--- config.mk ---
export PLATFORM = sky130hd
export DESIGN_NAME = kbf_front_panel
export DESIGN_NICKNAME = d
export VERILOG_FILES = /design/src/shared/kbf_pkg.sv /design/src/verilog/kbf_front_panel.sv /design/src/verilog/kbf_sync3.sv /design/src/verilog/kbf_rpg_latch.sv
export VERILOG_INCLUDE_DIRS = /design/src /design/src/shared
export SDC_FILE = /design/constraint.sdc
export NUM_CORES = 1
export LEC_CHECK = 0
export BUFFER_PORTS_ARGS = -buffer_cell sky130_fd_sc_hd__buf_2
export CAP_MARGIN = 20
export CELL_PAD_IN_SITES_DETAIL_PLACEMENT = 1
export CELL_PAD_IN_SITES_GLOBAL_PLACEMENT = 1
export CORE_MARGIN = 4
export CORE_UTILIZATION = 39
export DETAILED_ROUTE_END_ITERATION = 6
export PLACE_DENSITY = 0.75
export REMOVE_ABC_BUFFERS = 1
export SLEW_MARGIN = 20
export SYNTH_ARGS = -nofsm -noshare
export SYNTH_HDL_FRONTEND = slang
export SYNTH_SLANG_ARGS = --single-unit
--- constraint.sdc ---
create_clock -name sys_clk_i -period 10.2 [get_ports sys_clk_i]
set_clock_uncertainty 0.15 [all_clocks]
set_input_delay 1.53 -clock sys_clk_i [delete_from_list [all_inputs] [get_ports sys_clk_i]]
set_output_delay 1.53 -clock sys_clk_i [all_outputs]
set_load 0.01 [all_outputs]
--- src/shared/kbf_cfg.svh ---
// Constants for the front-panel keyboard glue: bus offsets, local
// decoder codes, reset values and the ack timeout.
// Assumes a 32-bit APB slave with an 8-bit byte address.
`ifndef KBF_CFG_SVH
`define KBF_CFG_SVH

// APB byte offsets
`define KBF_APB_AW          8
`define KBF_OFS_CMD         8'h00
`define KBF_OFS_OUTREG      8'h04
`define KBF_OFS_LEDS        8'h08
`define KBF_OFS_ROT         8'h0C
`define KBF_OFS_KEYCODE     8'h10

// Command register fields
`define KBF_CMD_LSB         0
`define KBF_LEDIN_LSB       8

// Local decoder codes on the upper local address
`define KBF_LA_ROM          5'h00
`define KBF_LA_CMD          5'h01
`define KBF_LA_LEDDATA      5'h02
`define KBF_LA_LED1         5'h03
`define KBF_LA_LED2         5'h04
`define KBF_LA_OREG         5'h05
`define KBF_LA_CLR          5'h06
`define KBF_LA_ACK          5'h07
`define KBF_LA_ROT          5'h08

// Reset values and timing
`define KBF_BYTE_RST        8'h00
`define KBF_ACK_TIMEOUT_CYC 1000

`endif

--- src/shared/kbf_pkg.sv ---
// Types for the front-panel keyboard glue.
// Constants live in kbf_cfg.svh; this package holds only types.
package kbf_pkg;

  typedef enum logic [0:0] {
    KBF_IDLE,
    KBF_WAIT
  } kbf_apb_state_t;

  // LED bank one: cursors and parameter enable, active high here
  typedef struct packed {
    logic [4:0] spare;
    logic       param_en;
    logic       y_cur;
    logic       x_cur;
  } kbf_led1_t;

  // Rotation status as seen by the keyboard processor
  typedef struct packed {
    logic pdir;
    logic pturn;
    logic mdir;
    logic mturn;
  } kbf_rot_t;

endpackage

--- src/verilog/kbf_front_panel.sv ---
// Front-panel keyboard glue: APB side for the system CPU, local
// decoder and latches for the keyboard processor, two knob latches.
// Assumes the keyboard processor and knobs are asynchronous pins.
//
// Implementation choices: the address map and the APB interface to the registers.
`timescale 1ns/1ps
`include "kbf_cfg.svh"
module kbf_front_panel
  import kbf_pkg::*;
#(
  parameter int ACK_TIMEOUT_CYC = `KBF_ACK_TIMEOUT_CYC
) (
  // Clock and reset
  input  wire logic                      sys_clk_i,
  input  wire logic                      reset_n_i,
  // APB slave
  input  wire logic                      psel_i,
  input  wire logic                      penable_i,
  input  wire logic                      pwrite_i,
  input  wire logic [`KBF_APB_AW-1:0]    paddr_i,
  input  wire logic [31:0]               pwdata_i,
  output logic      [31:0]               prdata_o,
  output logic                           pready_o,
  output logic                           pslverr_o,
  // CPU side strobes
  output logic                           transfer_ack_n_o,
  output logic                           outreg_drive_n_o,
  output logic                           kbd_irq_n_o,
  // Keyboard processor local bus
  input  wire logic                      local_addr_strobe_i,
  input  wire logic [4:0]                local_upper_addr_i,
  input  wire logic                      local_data_strobe_i,
  input  wire logic                      local_read_write_i,
  input  wire logic [7:0]                local_data_bus_i,
  output logic      [7:0]                local_data_bus_o,
  output logic                           local_data_bus_oe_o,
  input  wire logic [7:0]                proc_port_out_i,
  input  wire logic                      key_pressed_i,
  output logic                           kbd_select_n_o,
  // Instruction memory
  input  wire logic [7:0]                instr_rom_lines_i,
  output logic                           instr_rom_sel_n_o,
  output logic      [7:0]                instr_data_o,
  // Decoder strobes
  output logic                           clear_rotation_n_o,
  output logic                           kbd_ack_n_o,
  output logic                           led_bank1_load_n_o,
  output logic                           led_bank2_load_n_o,
  output logic                           outreg_load_n_o,
  // Indicators
  output logic                           x_cursor_n_o,
  output logic                           y_cursor_n_o,
  output logic                           param_enable_n_o,
  output logic      [7:0]                led_bank2_o,
  // Knobs
  input  wire logic                      marker_phase_a_i,
  input  wire logic                      marker_phase_b_i,
  input  wire logic                      param_phase_a_i,
  input  wire logic                      param_phase_b_i,
  output logic                           marker_turn_o,
  output logic                           marker_direction_o,
  output logic                           parameter_turn_o,
  output logic                           parameter_direction_o
);
  localparam int SYNC_W = 37;
  localparam logic [15:0] TMO_LAST = 16'(ACK_TIMEOUT_CYC - 1);

  // Reset release
  logic rst_meta_q;
  logic rst_n;

  always_ff @(posedge sys_clk_i or negedge reset_n_i) begin
    if (!reset_n_i) begin
      rst_meta_q <= 1'b0;
      rst_n      <= 1'b0;
    end else begin
      rst_meta_q <= 1'b1;
      rst_n      <= rst_meta_q;
    end
  end

  // Pin synchronisers
  logic [SYNC_W-1:0] sync_s;
  logic [7:0]        rom_s;
  logic [7:0]        port_s;
  logic [7:0]        ldata_s;
  logic [4:0]        laddr_s;
  logic              las_s, lds_s, rw_s, keyp_s;
  logic              ma_s, mb_s, pa_s, pb_s;

  kbf_sync3 #(
    .W (SYNC_W)
  ) u_sync (
    .clk_i   (sys_clk_i),
    .rst_n_i (rst_n),
    .d_i     ({instr_rom_lines_i, proc_port_out_i, local_data_bus_i, local_upper_addr_i,
                local_addr_strobe_i, local_data_strobe_i, local_read_write_i,
                key_pressed_i, marker_phase_a_i, marker_phase_b_i,
                param_phase_a_i, param_phase_b_i}),
    .q_o     (sync_s)
  );

  assign {rom_s, port_s, ldata_s, laddr_s, las_s, lds_s, rw_s, keyp_s,
          ma_s, mb_s, pa_s, pb_s} = sync_s;

  // State
  kbf_apb_state_t st_q;
  kbf_apb_state_t st_d;
  logic [7:0]     cmd_q;
  logic [7:0]     cmd_d;
  logic [7:0]     ledin_q;
  logic [7:0]     ledin_d;
  logic           ksel_q;
  logic           ksel_d;
  logic [15:0]    tmo_q;
  logic [15:0]    tmo_d;
  kbf_led1_t      led1_q;
  kbf_led1_t      led1_d;
  logic [7:0]     led2_q;
  logic [7:0]     led2_d;
  logic [7:0]     outreg_q;
  logic [7:0]     outreg_d;
  logic           irq_q;
  logic           irq_d;
  logic [6:0]     keycode_q;
  logic [6:0]     keycode_d;
  logic           lds_prev_q;
  logic           p7_prev_q;
  logic           key_prev_q;
  logic [7:0]     ldout_q;
  logic [7:0]     ldout_d;
  logic [7:0]     instr_q;
  logic [7:0]     instr_d;

  // Decoder and event terms
  logic     acc, cmd_hit, oreg_hit;
  logic     wr_evt, clr_evt, ack_evt;
  logic     led1_evt, led2_evt, oreg_evt;
  logic     rom_sel, rd_sel, p7_rise, key_rise;
  logic     apb_ready, apb_err, xfer_ack;
  kbf_rot_t rot;

  always_comb begin
    acc      = psel_i & penable_i;
    cmd_hit  = (paddr_i == `KBF_OFS_CMD);
    oreg_hit = (paddr_i == `KBF_OFS_OUTREG);
    // Decodes count only while the address strobe is up
    wr_evt   = las_s & lds_s & ~lds_prev_q & ~rw_s;
    clr_evt  = wr_evt & (laddr_s == `KBF_LA_CLR);
    ack_evt  = wr_evt & (laddr_s == `KBF_LA_ACK);
    led1_evt = wr_evt & (laddr_s == `KBF_LA_LED1);
    led2_evt = wr_evt & (laddr_s == `KBF_LA_LED2);
    oreg_evt = wr_evt & (laddr_s == `KBF_LA_OREG);
    rom_sel  = las_s & rw_s & (laddr_s == `KBF_LA_ROM);
    rd_sel   = las_s & lds_s & rw_s &
               ((laddr_s == `KBF_LA_CMD) | (laddr_s == `KBF_LA_LEDDATA) |
                (laddr_s == `KBF_LA_ROT));
    p7_rise  = port_s[7] & ~p7_prev_q;
    key_rise = keyp_s & ~key_prev_q;
  end

  always_comb begin
    st_d      = st_q;
    cmd_d     = cmd_q;
    ledin_d   = ledin_q;
    ksel_d    = ksel_q;
    tmo_d     = tmo_q;
    led1_d    = led1_q;
    led2_d    = led2_q;
    outreg_d  = outreg_q;
    irq_d     = irq_q;
    keycode_d = keycode_q;
    apb_ready = 1'b1;
    apb_err   = 1'b0;
    xfer_ack  = 1'b0;
    instr_d   = rom_sel ? rom_s : `KBF_BYTE_RST;
    case (laddr_s)
      `KBF_LA_CMD:     ldout_d = cmd_q;
      `KBF_LA_LEDDATA: ldout_d = ledin_q;
      `KBF_LA_ROT:     ldout_d = {4'h0, rot};
      default:         ldout_d = `KBF_BYTE_RST;
    endcase
    case (st_q)
      KBF_IDLE: begin
        if (acc && cmd_hit && pwrite_i) begin
          cmd_d     = pwdata_i[`KBF_CMD_LSB +: 8];
          ledin_d   = pwdata_i[`KBF_LEDIN_LSB +: 8];
          ksel_d    = 1'b1;
          tmo_d     = '0;
          st_d      = KBF_WAIT;
          apb_ready = 1'b0;
        end
      end
      KBF_WAIT: begin
        apb_ready = 1'b0;
        tmo_d     = tmo_q + 16'h0001;
        // Timeout keeps a hung keyboard processor from freezing the bus
        if (ack_evt || tmo_q == TMO_LAST) begin
          apb_ready = 1'b1;
          apb_err   = ~ack_evt;
          xfer_ack  = ack_evt;
          ksel_d    = 1'b0;
          st_d      = KBF_IDLE;
        end
      end
      default: begin
        st_d = KBF_IDLE;
      end
    endcase
    if (led1_evt) begin
      led1_d = kbf_led1_t'(ledin_q);
    end
    if (led2_evt) begin
      led2_d = ledin_q;
    end
    if (oreg_evt) begin
      outreg_d = ldata_s;
    end
    if (key_rise) begin
      keycode_d = port_s[6:0];
    end
    // Set wins so an interrupt arriving with the clear is kept
    if (p7_rise || key_rise) begin
      irq_d = 1'b1;
    end else if (clr_evt) begin
      irq_d = 1'b0;
    end
  end

  always_ff @(posedge sys_clk_i or negedge rst_n) begin
    if (!rst_n) begin
      st_q       <= KBF_IDLE;
      cmd_q      <= `KBF_BYTE_RST;
      ledin_q    <= `KBF_BYTE_RST;
      ksel_q     <= 1'b0;
      tmo_q      <= '0;
      led1_q     <= kbf_led1_t'(`KBF_BYTE_RST);
      led2_q     <= `KBF_BYTE_RST;
      outreg_q   <= `KBF_BYTE_RST;
      irq_q      <= 1'b0;
      keycode_q  <= '0;
      lds_prev_q <= 1'b0;
      p7_prev_q  <= 1'b0;
      key_prev_q <= 1'b0;
      ldout_q    <= `KBF_BYTE_RST;
      instr_q    <= `KBF_BYTE_RST;
    end else begin
      st_q       <= st_d;
      cmd_q      <= cmd_d;
      ledin_q    <= ledin_d;
      ksel_q     <= ksel_d;
      tmo_q      <= tmo_d;
      led1_q     <= led1_d;
      led2_q     <= led2_d;
      outreg_q   <= outreg_d;
      irq_q      <= irq_d;
      keycode_q  <= keycode_d;
      lds_prev_q <= lds_s;
      p7_prev_q  <= port_s[7];
      key_prev_q <= keyp_s;
      ldout_q    <= ldout_d;
      instr_q    <= instr_d;
    end
  end

  // Knob latches
  kbf_rpg_latch u_marker (
    .clk_i     (sys_clk_i),
    .rst_n_i   (rst_n),
    .armed_i   (led1_q.x_cur | led1_q.y_cur),
    .clear_i   (clr_evt),
    .phase_a_i (ma_s),
    .phase_b_i (mb_s),
    .turn_o    (rot.mturn),
    .dir_o     (rot.mdir)
  );

  kbf_rpg_latch u_param (
    .clk_i     (sys_clk_i),
    .rst_n_i   (rst_n),
    .armed_i   (led1_q.param_en),
    .clear_i   (clr_evt),
    .phase_a_i (pa_s),
    .phase_b_i (pb_s),
    .turn_o    (rot.pturn),
    .dir_o     (rot.pdir)
  );

  // APB read mux; output register only reaches the bus while driven
  always_comb begin
    outreg_drive_n_o = ~(acc & oreg_hit & ~pwrite_i);
    prdata_o         = 32'h0000_0000;
    pslverr_o        = 1'b0;
    if (acc && !pwrite_i) begin
      case (paddr_i)
        `KBF_OFS_CMD:     prdata_o = {16'h0000, ledin_q, cmd_q};
        `KBF_OFS_OUTREG:  prdata_o = {24'h00_0000,
                                      outreg_drive_n_o ? 8'h00 : outreg_q};
        `KBF_OFS_LEDS:    prdata_o = {16'h0000, led2_q, led1_q};
        `KBF_OFS_ROT:     prdata_o = {23'h00_0000, irq_q, 4'h0, rot};
        `KBF_OFS_KEYCODE: prdata_o = {25'h000_0000, keycode_q};
        default:          pslverr_o = 1'b1;
      endcase
    end else if (acc) begin
      pslverr_o = ~cmd_hit | apb_err;
    end
  end

  assign pready_o              = apb_ready;
  assign transfer_ack_n_o      = ~xfer_ack;
  assign kbd_irq_n_o           = ~irq_q;
  assign kbd_select_n_o        = ~ksel_q;
  assign local_data_bus_o      = ldout_q;
  assign local_data_bus_oe_o   = rd_sel;
  assign instr_rom_sel_n_o     = ~rom_sel;
  assign instr_data_o          = instr_q;
  assign clear_rotation_n_o    = ~clr_evt;
  assign kbd_ack_n_o           = ~ack_evt;
  assign led_bank1_load_n_o    = ~led1_evt;
  assign led_bank2_load_n_o    = ~led2_evt;
  assign outreg_load_n_o       = ~oreg_evt;
  assign x_cursor_n_o          = ~led1_q.x_cur;
  assign y_cursor_n_o          = ~led1_q.y_cur;
  assign param_enable_n_o      = ~led1_q.param_en;
  assign led_bank2_o           = led2_q;
  assign marker_turn_o         = rot.mturn;
  assign marker_direction_o    = rot.mdir;
  assign parameter_turn_o      = rot.pturn;
  assign parameter_direction_o = rot.pdir;

  AST_IRQ_CLR: assert property (@(posedge sys_clk_i) disable iff (!rst_n)
    (clr_evt && !p7_rise && !key_rise) |=> kbd_irq_n_o)
    else $error("interrupt latch survived clear");
  AST_IRQ_SET: assert property (@(posedge sys_clk_i) disable iff (!rst_n)
    p7_rise |=> !kbd_irq_n_o)
    else $error("port bit seven did not raise interrupt");
  AST_KEYCODE: assert property (@(posedge sys_clk_i) disable iff (!rst_n)
    key_rise |=> (keycode_q == $past(port_s[6:0])) && !kbd_irq_n_o)
    else $error("key code not captured");
  AST_KSEL: assert property (@(posedge sys_clk_i) disable iff (!rst_n)
    (st_q == KBF_IDLE && acc && cmd_hit && pwrite_i) |-> !pready_o ##1 !kbd_select_n_o)
    else $error("command write did not select keyboard");
  AST_ACK_DONE: assert property (@(posedge sys_clk_i) disable iff (!rst_n)
    (st_q == KBF_WAIT && ack_evt) |-> (pready_o && !transfer_ack_n_o) ##1 kbd_select_n_o)
    else $error("keyboard ack did not complete transfer");
  AST_LED1: assert property (@(posedge sys_clk_i) disable iff (!rst_n)
    led1_evt |=> (led1_q == $past(ledin_q)))
    else $error("bank one not loaded");
  AST_LED2: assert property (@(posedge sys_clk_i) disable iff (!rst_n)
    led2_evt |=> (led_bank2_o == $past(ledin_q)))
    else $error("bank two not loaded");
  AST_OREG_LOAD: assert property (@(posedge sys_clk_i) disable iff (!rst_n)
    oreg_evt |=> (outreg_q == $past(ldata_s)))
    else $error("output register not loaded");
  AST_OREG_DRIVE: assert property (@(posedge sys_clk_i) disable iff (!rst_n)
    (acc && oreg_hit && !pwrite_i) |-> !outreg_drive_n_o && (prdata_o[7:0] == outreg_q))
    else $error("output register not driven");
  AST_ROM: assert property (@(posedge sys_clk_i) disable iff (!rst_n)
    rom_sel |-> !instr_rom_sel_n_o ##1 (instr_data_o == $past(rom_s)))
    else $error("instruction lines not passed");
  AST_RESET: assert property (@(posedge sys_clk_i) disable iff (!rst_n)
    $rose(rst_n) |-> kbd_irq_n_o && x_cursor_n_o && param_enable_n_o && !marker_turn_o)
    else $error("latches not clear after reset");
endmodule

--- src/verilog/kbf_sync3.sv ---
// Three-stage input synchroniser with agreement filter.
// Assumes the inputs are asynchronous pins; output is clean in sys_clk_i.
`timescale 1ns/1ps
module kbf_sync3 #(
  parameter int W = 8
) (
  // Clock and reset
  input  wire logic         clk_i,
  input  wire logic         rst_n_i,
  // Data
  input  wire logic [W-1:0] d_i,
  output logic      [W-1:0] q_o
);
  logic [W-1:0] s1_q;
  logic [W-1:0] s2_q;
  logic [W-1:0] s3_q;
  logic [W-1:0] out_q;
  logic [W-1:0] out_d;

  // A bit moves only once stages two and three agree
  always_comb begin
    out_d = (s3_q & ~(s2_q ^ s3_q)) | (out_q & (s2_q ^ s3_q));
  end

  always_ff @(posedge clk_i or negedge rst_n_i) begin
    if (!rst_n_i) begin
      s1_q  <= '0;
      s2_q  <= '0;
      s3_q  <= '0;
      out_q <= '0;
    end else begin
      s1_q  <= d_i;
      s2_q  <= s1_q;
      s3_q  <= s2_q;
      out_q <= out_d;
    end
  end

  assign q_o = out_q;
endmodule

--- src/verilog/kbf_rpg_latch.sv ---
// Turn latch and direction latch for one rotary pulse generator.
// Assumes phase inputs already synchronised to clk_i.
`timescale 1ns/1ps
module kbf_rpg_latch (
  // Clock and reset
  input  wire logic clk_i,
  input  wire logic rst_n_i,
  // Control
  input  wire logic armed_i,
  input  wire logic clear_i,
  // Knob phases
  input  wire logic phase_a_i,
  input  wire logic phase_b_i,
  // Latches
  output logic      turn_o,
  output logic      dir_o
);
  logic a_prev_q;
  logic turn_q;
  logic turn_d;
  logic dir_q;
  logic dir_d;
  logic step;

  always_comb begin
    step   = phase_a_i & ~a_prev_q & armed_i;
    turn_d = turn_q;
    dir_d  = dir_q;
    if (step) begin
      turn_d = 1'b1;
      dir_d  = phase_b_i;
    end else if (clear_i || !armed_i) begin
      // Set wins over clear so a step in the clear cycle survives
      turn_d = 1'b0;
    end
  end

  always_ff @(posedge clk_i or negedge rst_n_i) begin
    if (!rst_n_i) begin
      a_prev_q <= 1'b0;
      turn_q   <= 1'b0;
      dir_q    <= 1'b0;
    end else begin
      a_prev_q <= phase_a_i;
      turn_q   <= turn_d;
      dir_q    <= dir_d;
    end
  end

  assign turn_o = turn_q;
  assign dir_o  = dir_q;

  AST_TURN_SET: assert property (@(posedge clk_i) disable iff (!rst_n_i)
    (phase_a_i && !a_prev_q && armed_i) |=> turn_o && (dir_o == $past(phase_b_i)))
    else $error("turn latch missed an armed step");
  AST_TURN_CLR: assert property (@(posedge clk_i) disable iff (!rst_n_i)
    (clear_i && !(phase_a_i && !a_prev_q && armed_i)) |=> !turn_o)
    else $error("turn latch not cleared");
  AST_DIR_HOLD: assert property (@(posedge clk_i) disable iff (!rst_n_i)
    !(phase_a_i && !a_prev_q && armed_i) |=> $stable(dir_o))
    else $error("direction changed without a step");
  AST_DISARM: assert property (@(posedge clk_i) disable iff (!rst_n_i)
    !armed_i [*2] |-> !turn_o)
    else $error("turn latch set while disarmed");
endmodule

Word level (Yosys, flattened, before mapping)

Index checks and enable logic that the tools add are counted.

Register bits after elaboration: 241
Word-level logic and storage cells: 145

Muxes and demuxes: 29
Eq/ne operators: 15
Bitwise operators: 52
Reductions and logical operators: 18
Add/sub/neg operators: 1

Operator list:

| kind                                                                     | number |
|---|---|
| 16-bit case mux with 5 select lines                                      | 1 |
| 37-bit bitwise AND                                                       | 2 |
| 37-bit NOT                                                               | 1 |
| 37-bit bitwise OR                                                        | 1 |
| 37-bit XOR                                                               | 1 |
| 16-bit two-way mux                                                       | 2 |
| 16-bit case mux with 2 select lines                                      | 1 |
| 8-bit case mux with 3 select lines                                       | 1 |
| 1-bit NOT                                                                | 22 |
| 1-bit bitwise AND                                                        | 21 |
| 5-bit by 3-bit equality test with 1-bit output (second input constant)   | 4 |
| 1-bit two-way mux                                                        | 19 |
| 16-bit by 1-bit adder with 16-bit output (second input constant)         | 1 |
| 16-bit by 10-bit equality test with 1-bit output (second input constant) | 1 |
| 8-bit by 4-bit equality test with 1-bit output (second input constant)   | 2 |
| 8-bit two-way mux                                                        | 2 |
| 5-bit by 2-bit equality test with 1-bit output (second input constant)   | 2 |
| 8-bit by 3-bit equality test with 1-bit output (second input constant)   | 1 |
| 8-bit by 5-bit equality test with 1-bit output (second input constant)   | 1 |
| 8-bit zero test                                                          | 1 |
| 1-bit case mux with 2 select lines                                       | 3 |
| 2-bit nonzero test                                                       | 3 |
| 5-bit by 1-bit equality test with 1-bit output (second input constant)   | 1 |
| 5-bit by 4-bit equality test with 1-bit output (second input constant)   | 1 |
| 9 further kinds                                                          | 20 |

Logic depth before layout (Yosys ltp)

Depth after elaboration: 10
Mapped depth: 6

Modules after synthesis

From an unflattened synthesis, not the netlist that was laid out.

Cell total of the unflattened synthesis: 574
Area, all modules: 8624.5 um^2

Modules (own cells, without submodules):

| module          | cells each | instances | seq. area each (um^2) | area each (um^2) |
|---|---|---|---|---|
| kbf_front_panel | 373        | 1         | 2177.1                | 4244.1 |
| kbf_sync3       | 185        | 1         | 3703.6                | 4120.2 |
| kbf_rpg_latch   | 8          | 2         | 75.1                  | 130.1 |

Worst setup path before layout

No wires, ideal clock.

Path kind: input-to-output
Start point: input paddr_i[5]
End point: output prdata_o[4]
Slack: 5.698 ns
Data arrival time: 2.822 ns
Buffers on the path: 0
Stages on the path: 4
Data required time: 8.520 ns
Cells stage by stage: or4_4 -> nor4_4 -> nand2_1 -> a21oi_1

Longest elaborated chain between the ends: 6
Elaborated cells between the ends (all ways): 10

Ends and longest elaborated chain:

| element                                        | RTL line               | text |
|---|---|---|
| start, declared                                | kbf_front_panel.sv:20  | `` input wire logic [`KBF_APB_AW-1:0] paddr_i, `` |
| 8-bit by 3-bit equality test with 1-bit output | kbf_front_panel.sv:295 | `case (paddr_i)` |
| 1-bit bitwise AND (2 in series)                | kbf_front_panel.sv:291 | `outreg_drive_n_o = ~(acc & oreg_hit & ~pwrite_i);` |
| 8-bit two-way mux                              | kbf_front_panel.sv:298 | `outreg_drive_n_o ? 8'h00 : outreg_q};` |
| 16-bit case mux with 5 select lines (*)        | kbf_front_panel.sv:295 |  |
| 16-bit two-way mux (*)                         | kbf_front_panel.sv:294 | `if (acc && !pwrite_i) begin` |
| end, declared                                  | kbf_front_panel.sv:22  | `output logic [31:0] prdata_o,` |

Every way passes the cells marked *; elsewhere a longest branch is shown, timed or not.

Worst setup path in the final report

Start point: input paddr_i[3]
End point: output prdata_o[2]

The elaborated chain is that of the path after synthesis.

==> run summary <==
The number of pins with negative max-slew slack in the final report came out at 0. The number of remaining DRC errors is 0, and the clock period minus worst slack is 5.35 ns. The post-route core utilization is 48.7%. The H-tree depth is 1, and the summed negative setup slack over all endpoints is 0 ns. The run gives 3 as the buffer levels on the longest clock path. The routed layout has 4955 vias.

The floorplan step defined a die boundary enclosing 0.0241 mm2. Yosys mapped a number of flops with a built-in enable equal to 0. The multi-input combinational cells in the finished layout cover a total of 0.00224 mm2. Pin count of the biggest net entering global routing: 160. The congestion estimate from routability-driven global placement came to 0.775.

Number of distinct library cells after synthesis: 50. The number of nets with antenna violations after detailed routing is 0. The largest fanout on the critical path is 23. In the routed layout, each cell is associated on average with a via count of 4.96.

Placeable core area: 0.0212 mm2. The tools report the nature of the critical path startpoint as an input pin. The signal on the critical path passes through buf_2, nor4_1, and3_1, o21ai_1, a21oi_1, buf_2. The worst hold path belongs to the class flip-flop to asynchronous set/reset pin. Synthesis inferred 241 register bits.

Across the VDD grid, the largest voltage drop is 155 uV. The logs give 39.9% for the initial cell density of the core and 16.1% for the global-route total usage across every layer. Wires add up to 19.1 mm. Yosys attributes the largest share of cell area to sky130_fd_sc_hd__dfrtp_1, sky130_fd_sc_hd__mux2_2, sky130_fd_sc_hd__maj3_1, sky130_fd_sc_hd__mux2i_1, sky130_fd_sc_hd__buf_4. The analysis attributes to cell leakage a power of 4.87 nW. The cell taking the most area after synthesis is sky130_fd_sc_hd__dfrtp_1. The category of the most critical setup path is input pin to output port. After legalization and detailed placement, the total HPWL measured 12.8 mm. The worst path uses 52.4% of the clock period. The setup fix buffers added after clock tree synthesis was 0; the leftover overflow at the end of global routing was 0. For the required time reported for the critical path endpoint, the log shows 8.52 ns. Dividing total power by cell area gives a power density of 210 mW/mm2. The count of synthesis-stage warnings from yosys was 0. The count of boundary I/O pins is 158, and the number of antenna violations at the first check in global routing is 0. The flow ran to the end, and the final reports show no timing, DRC or antenna violations.

Of the cells placed in the final design, the portion with a size suffix greater than 1 is 31.6%. After floorplanning, the core was divided into 53 placement rows. The tools report the endpoint arrival time on the critical path as 3.67 ns. The clock reaches the later pin of the worst-skew pair after 0.53 ns. The cell that appears most often on the critical path is sky130_fd_sc_hd__buf_2. The run gives 950 as the cell count after placement.

The slowest stage of the critical path is the sky130_fd_sc_hd__nor4_1 cell. The first TritonRoute pass finished after 4 iterations. Relative to the synthesized area, the layout overhead comes to 22.0%. The critical path capture point type was an output port. The fraction of synthesis flops using an asynchronous set or reset pin works out to 100%. Number of buffers created by CTS: 26. TritonCTS built the clock tree. The global-route wire length before repair is 31.1 mm, and the post-route non-filler standard cell count is 999. The tools report the share of synthesized area occupied by flip-flops and latches as 71.4%.

Setup repair after global routing left no endpoint under its margin. The die height works out to 155 um. The clock input transition at the sequential cells of the worst setup and hold paths is 0.06 ns, and the highest attainable clock frequency is 187 MHz. The die width is 155 um.

The final setup violation count is 0, and the number of fill cells in the layout is 2142. In this run the cell area of the synthesized design comes to 0.00845 mm2. The count of max-cap constraint violations came out at 0. The tools report the clock tree root driver cell as sky130_fd_sc_hd__clkbuf_16.

Registers take 0.00603 mm2. After detailed routing, the average wire length per cell comes to 19.1 um. Once the clock tree was built, the resizer swapped 0 gates to a different size. For this run, the post-layout net count is 787. Headroom to the max-slew limit came out at 35.3%. The quantity of I/O buffers inserted on ports came out at 125. The number of global-route vias before repair was 5702.

The number of endpoints with negative hold slack in the final report was 0; the clock net sink count was 241. On the worst path, the slowest cell contributes a delay of 0.56 ns. 0 antenna diodes ended up in the layout. The average instance in the mapped netlist occupies 15.0 um2. The cell count after synthesis came out at 564. The most used flip-flop cell after synthesis is sky130_fd_sc_hd__dfrtp_1.

The number of design-rule violations left by the first detailed-router iteration was 244; the post-cts hold buffer count was 0. The pin slew with the least headroom to its limit is 0.969 ns, and the top-area cell type share of the netlist area is 71.4%.
## final timing paths
path,startpoint,depth (start not counted),to,slack [ns]
worst max-delay path,paddr_i[3],6,prdata_o[2],4.85
worst min-delay path,rst_n$_DFF_PN0_,0,u_sync.s1_q[21]$_DFF_PN0_,0.06
worst max register to register,st_q$_DFF_PN0_,3,cmd_q[0]$_DFFE_PN0P_,7.72
worst min register to register,rst_n$_DFF_PN0_,0,u_sync.s1_q[21]$_DFF_PN0_,0.06
max in group asynchronous,rst_n$_DFF_PN0_,1,cmd_q[2]$_DFFE_PN0P_,8.70
min in group sys_clk_i,u_sync.s1_q[32]$_DFF_PN0_,0,u_sync.s2_q[32]$_DFF_PN0_,0.20
## worst max-delay path: cells and delay by family
family	cells	cell delay [ns]
buffers and inverters	2	0.50
AO/OA/AOI/OAI	2	0.62
AND/OR/NAND/NOR	2	1.01
## synth_stat cells (2+ instances only)
library cell,instances
sky130_fd_sc_hd__o31ai_1,3
sky130_fd_sc_hd__nor4b_1,2
sky130_fd_sc_hd__xor2_1,2
sky130_fd_sc_hd__a22o_1,5
sky130_fd_sc_hd__a22oi_1,4
sky130_fd_sc_hd__inv_1,13
sky130_fd_sc_hd__clkbuf_1,11
sky130_fd_sc_hd__nor2_1,18
sky130_fd_sc_hd__o211ai_1,3
sky130_fd_sc_hd__and2_1,13
sky130_fd_sc_hd__and4_1,4
sky130_fd_sc_hd__buf_4,16
sky130_fd_sc_hd__mux2_2,50
sky130_fd_sc_hd__nand2b_1,3
sky130_fd_sc_hd__a21oi_1,14
sky130_fd_sc_hd__and3_1,6
sky130_fd_sc_hd__mux2i_1,18
sky130_fd_sc_hd__maj3_1,37
sky130_fd_sc_hd__and3b_1,3
sky130_fd_sc_hd__o21ai_0,12
sky130_fd_sc_hd__nand2_1,19
sky130_fd_sc_hd__nor3_1,5
sky130_fd_sc_hd__conb_1,2
sky130_fd_sc_hd__a222oi_1,4
sky130_fd_sc_hd__buf_2,2
sky130_fd_sc_hd__a2bb2oi_1,4
sky130_fd_sc_hd__dfrtp_1,241
sky130_fd_sc_hd__nand4_1,7
sky130_fd_sc_hd__nor2b_1,4
sky130_fd_sc_hd__nand3_1,19
## final cells by class
type                            count  area share [%]
Clock inverter                     11            2.02
Multi-Input combinational cell    294            21.7
Inverter                           13           0.474
Sequential cell                   241            58.6
Tap cell                          275            3.34
Timing Repair Buffer              128            6.61
Clock buffer                       37            7.30
## metal layers
layer  up-vias  wire, um  GRT usage [%]
li1       2225         -              -
met1      2547      7750           20.7
met2       144      9600           27.7
met3        39      1130           3.28
met4         0       619           4.67
met5         -         0              0
## layout by cell type, fill, tap and decap left out, drive strengths merged, types with 3 or more instances in the layout
master / instances
mux2i: 18
nor2: 19
and2: 13
nor4: 3
nand2b: 3
nor2b: 4
and4: 4
a222oi: 4
bufinv: 5
maj3: 37
inv: 13
a21oi: 14
a22o: 5
nand3: 19
clkbuf: 37
and3: 6
nor3: 5
dfrtp: 241
a22oi: 4
mux2: 50
and3b: 3
buf: 128
a2bb2oi: 4
o211ai: 3
clkinv: 5
nand2: 19
o31ai: 3
o21ai: 13
nand4: 8
conb: 17
## metrics by stage
stage	setup WS, ns	cell area (um2)	power (mW)	hold slack (ns)
after floorplan	2.84	8320	1.12	0.181
final	4.85	10300	2.17	0.0616
after detailed placement	4.93	9320	1.17	0.186
after global routing	4.69	10300	2.26	0.0911
after global placement	5.09	9320	1.16	0.183
after CTS	4.92	10300	2.20	0.198
## cells by family (layout without fill, tap and decap cells)
kind of cell               Yosys count  count (layout)  share of synthesized area [%]
and+or+nand+nor                    114             114                           7.79
muxes                               68              68                           8.80
adders and majority gates           38              38                           4.53
other                                2              17                         0.0889
DFF                                241             241                           71.4
AOI/OAI and AO/OA                   54              54                           4.30
xor gates and xnor gates             3               3                          0.311
buffers and inverters               44             189                           2.78
## report_power, final
part,switching (mW),internal [mW]
registers,0.0415,1.01
logic,0.0532,0.0453
clock network,0.372,0.642
total,0.467,1.70
No activity file was read; power rests on OpenSTA's default activity.
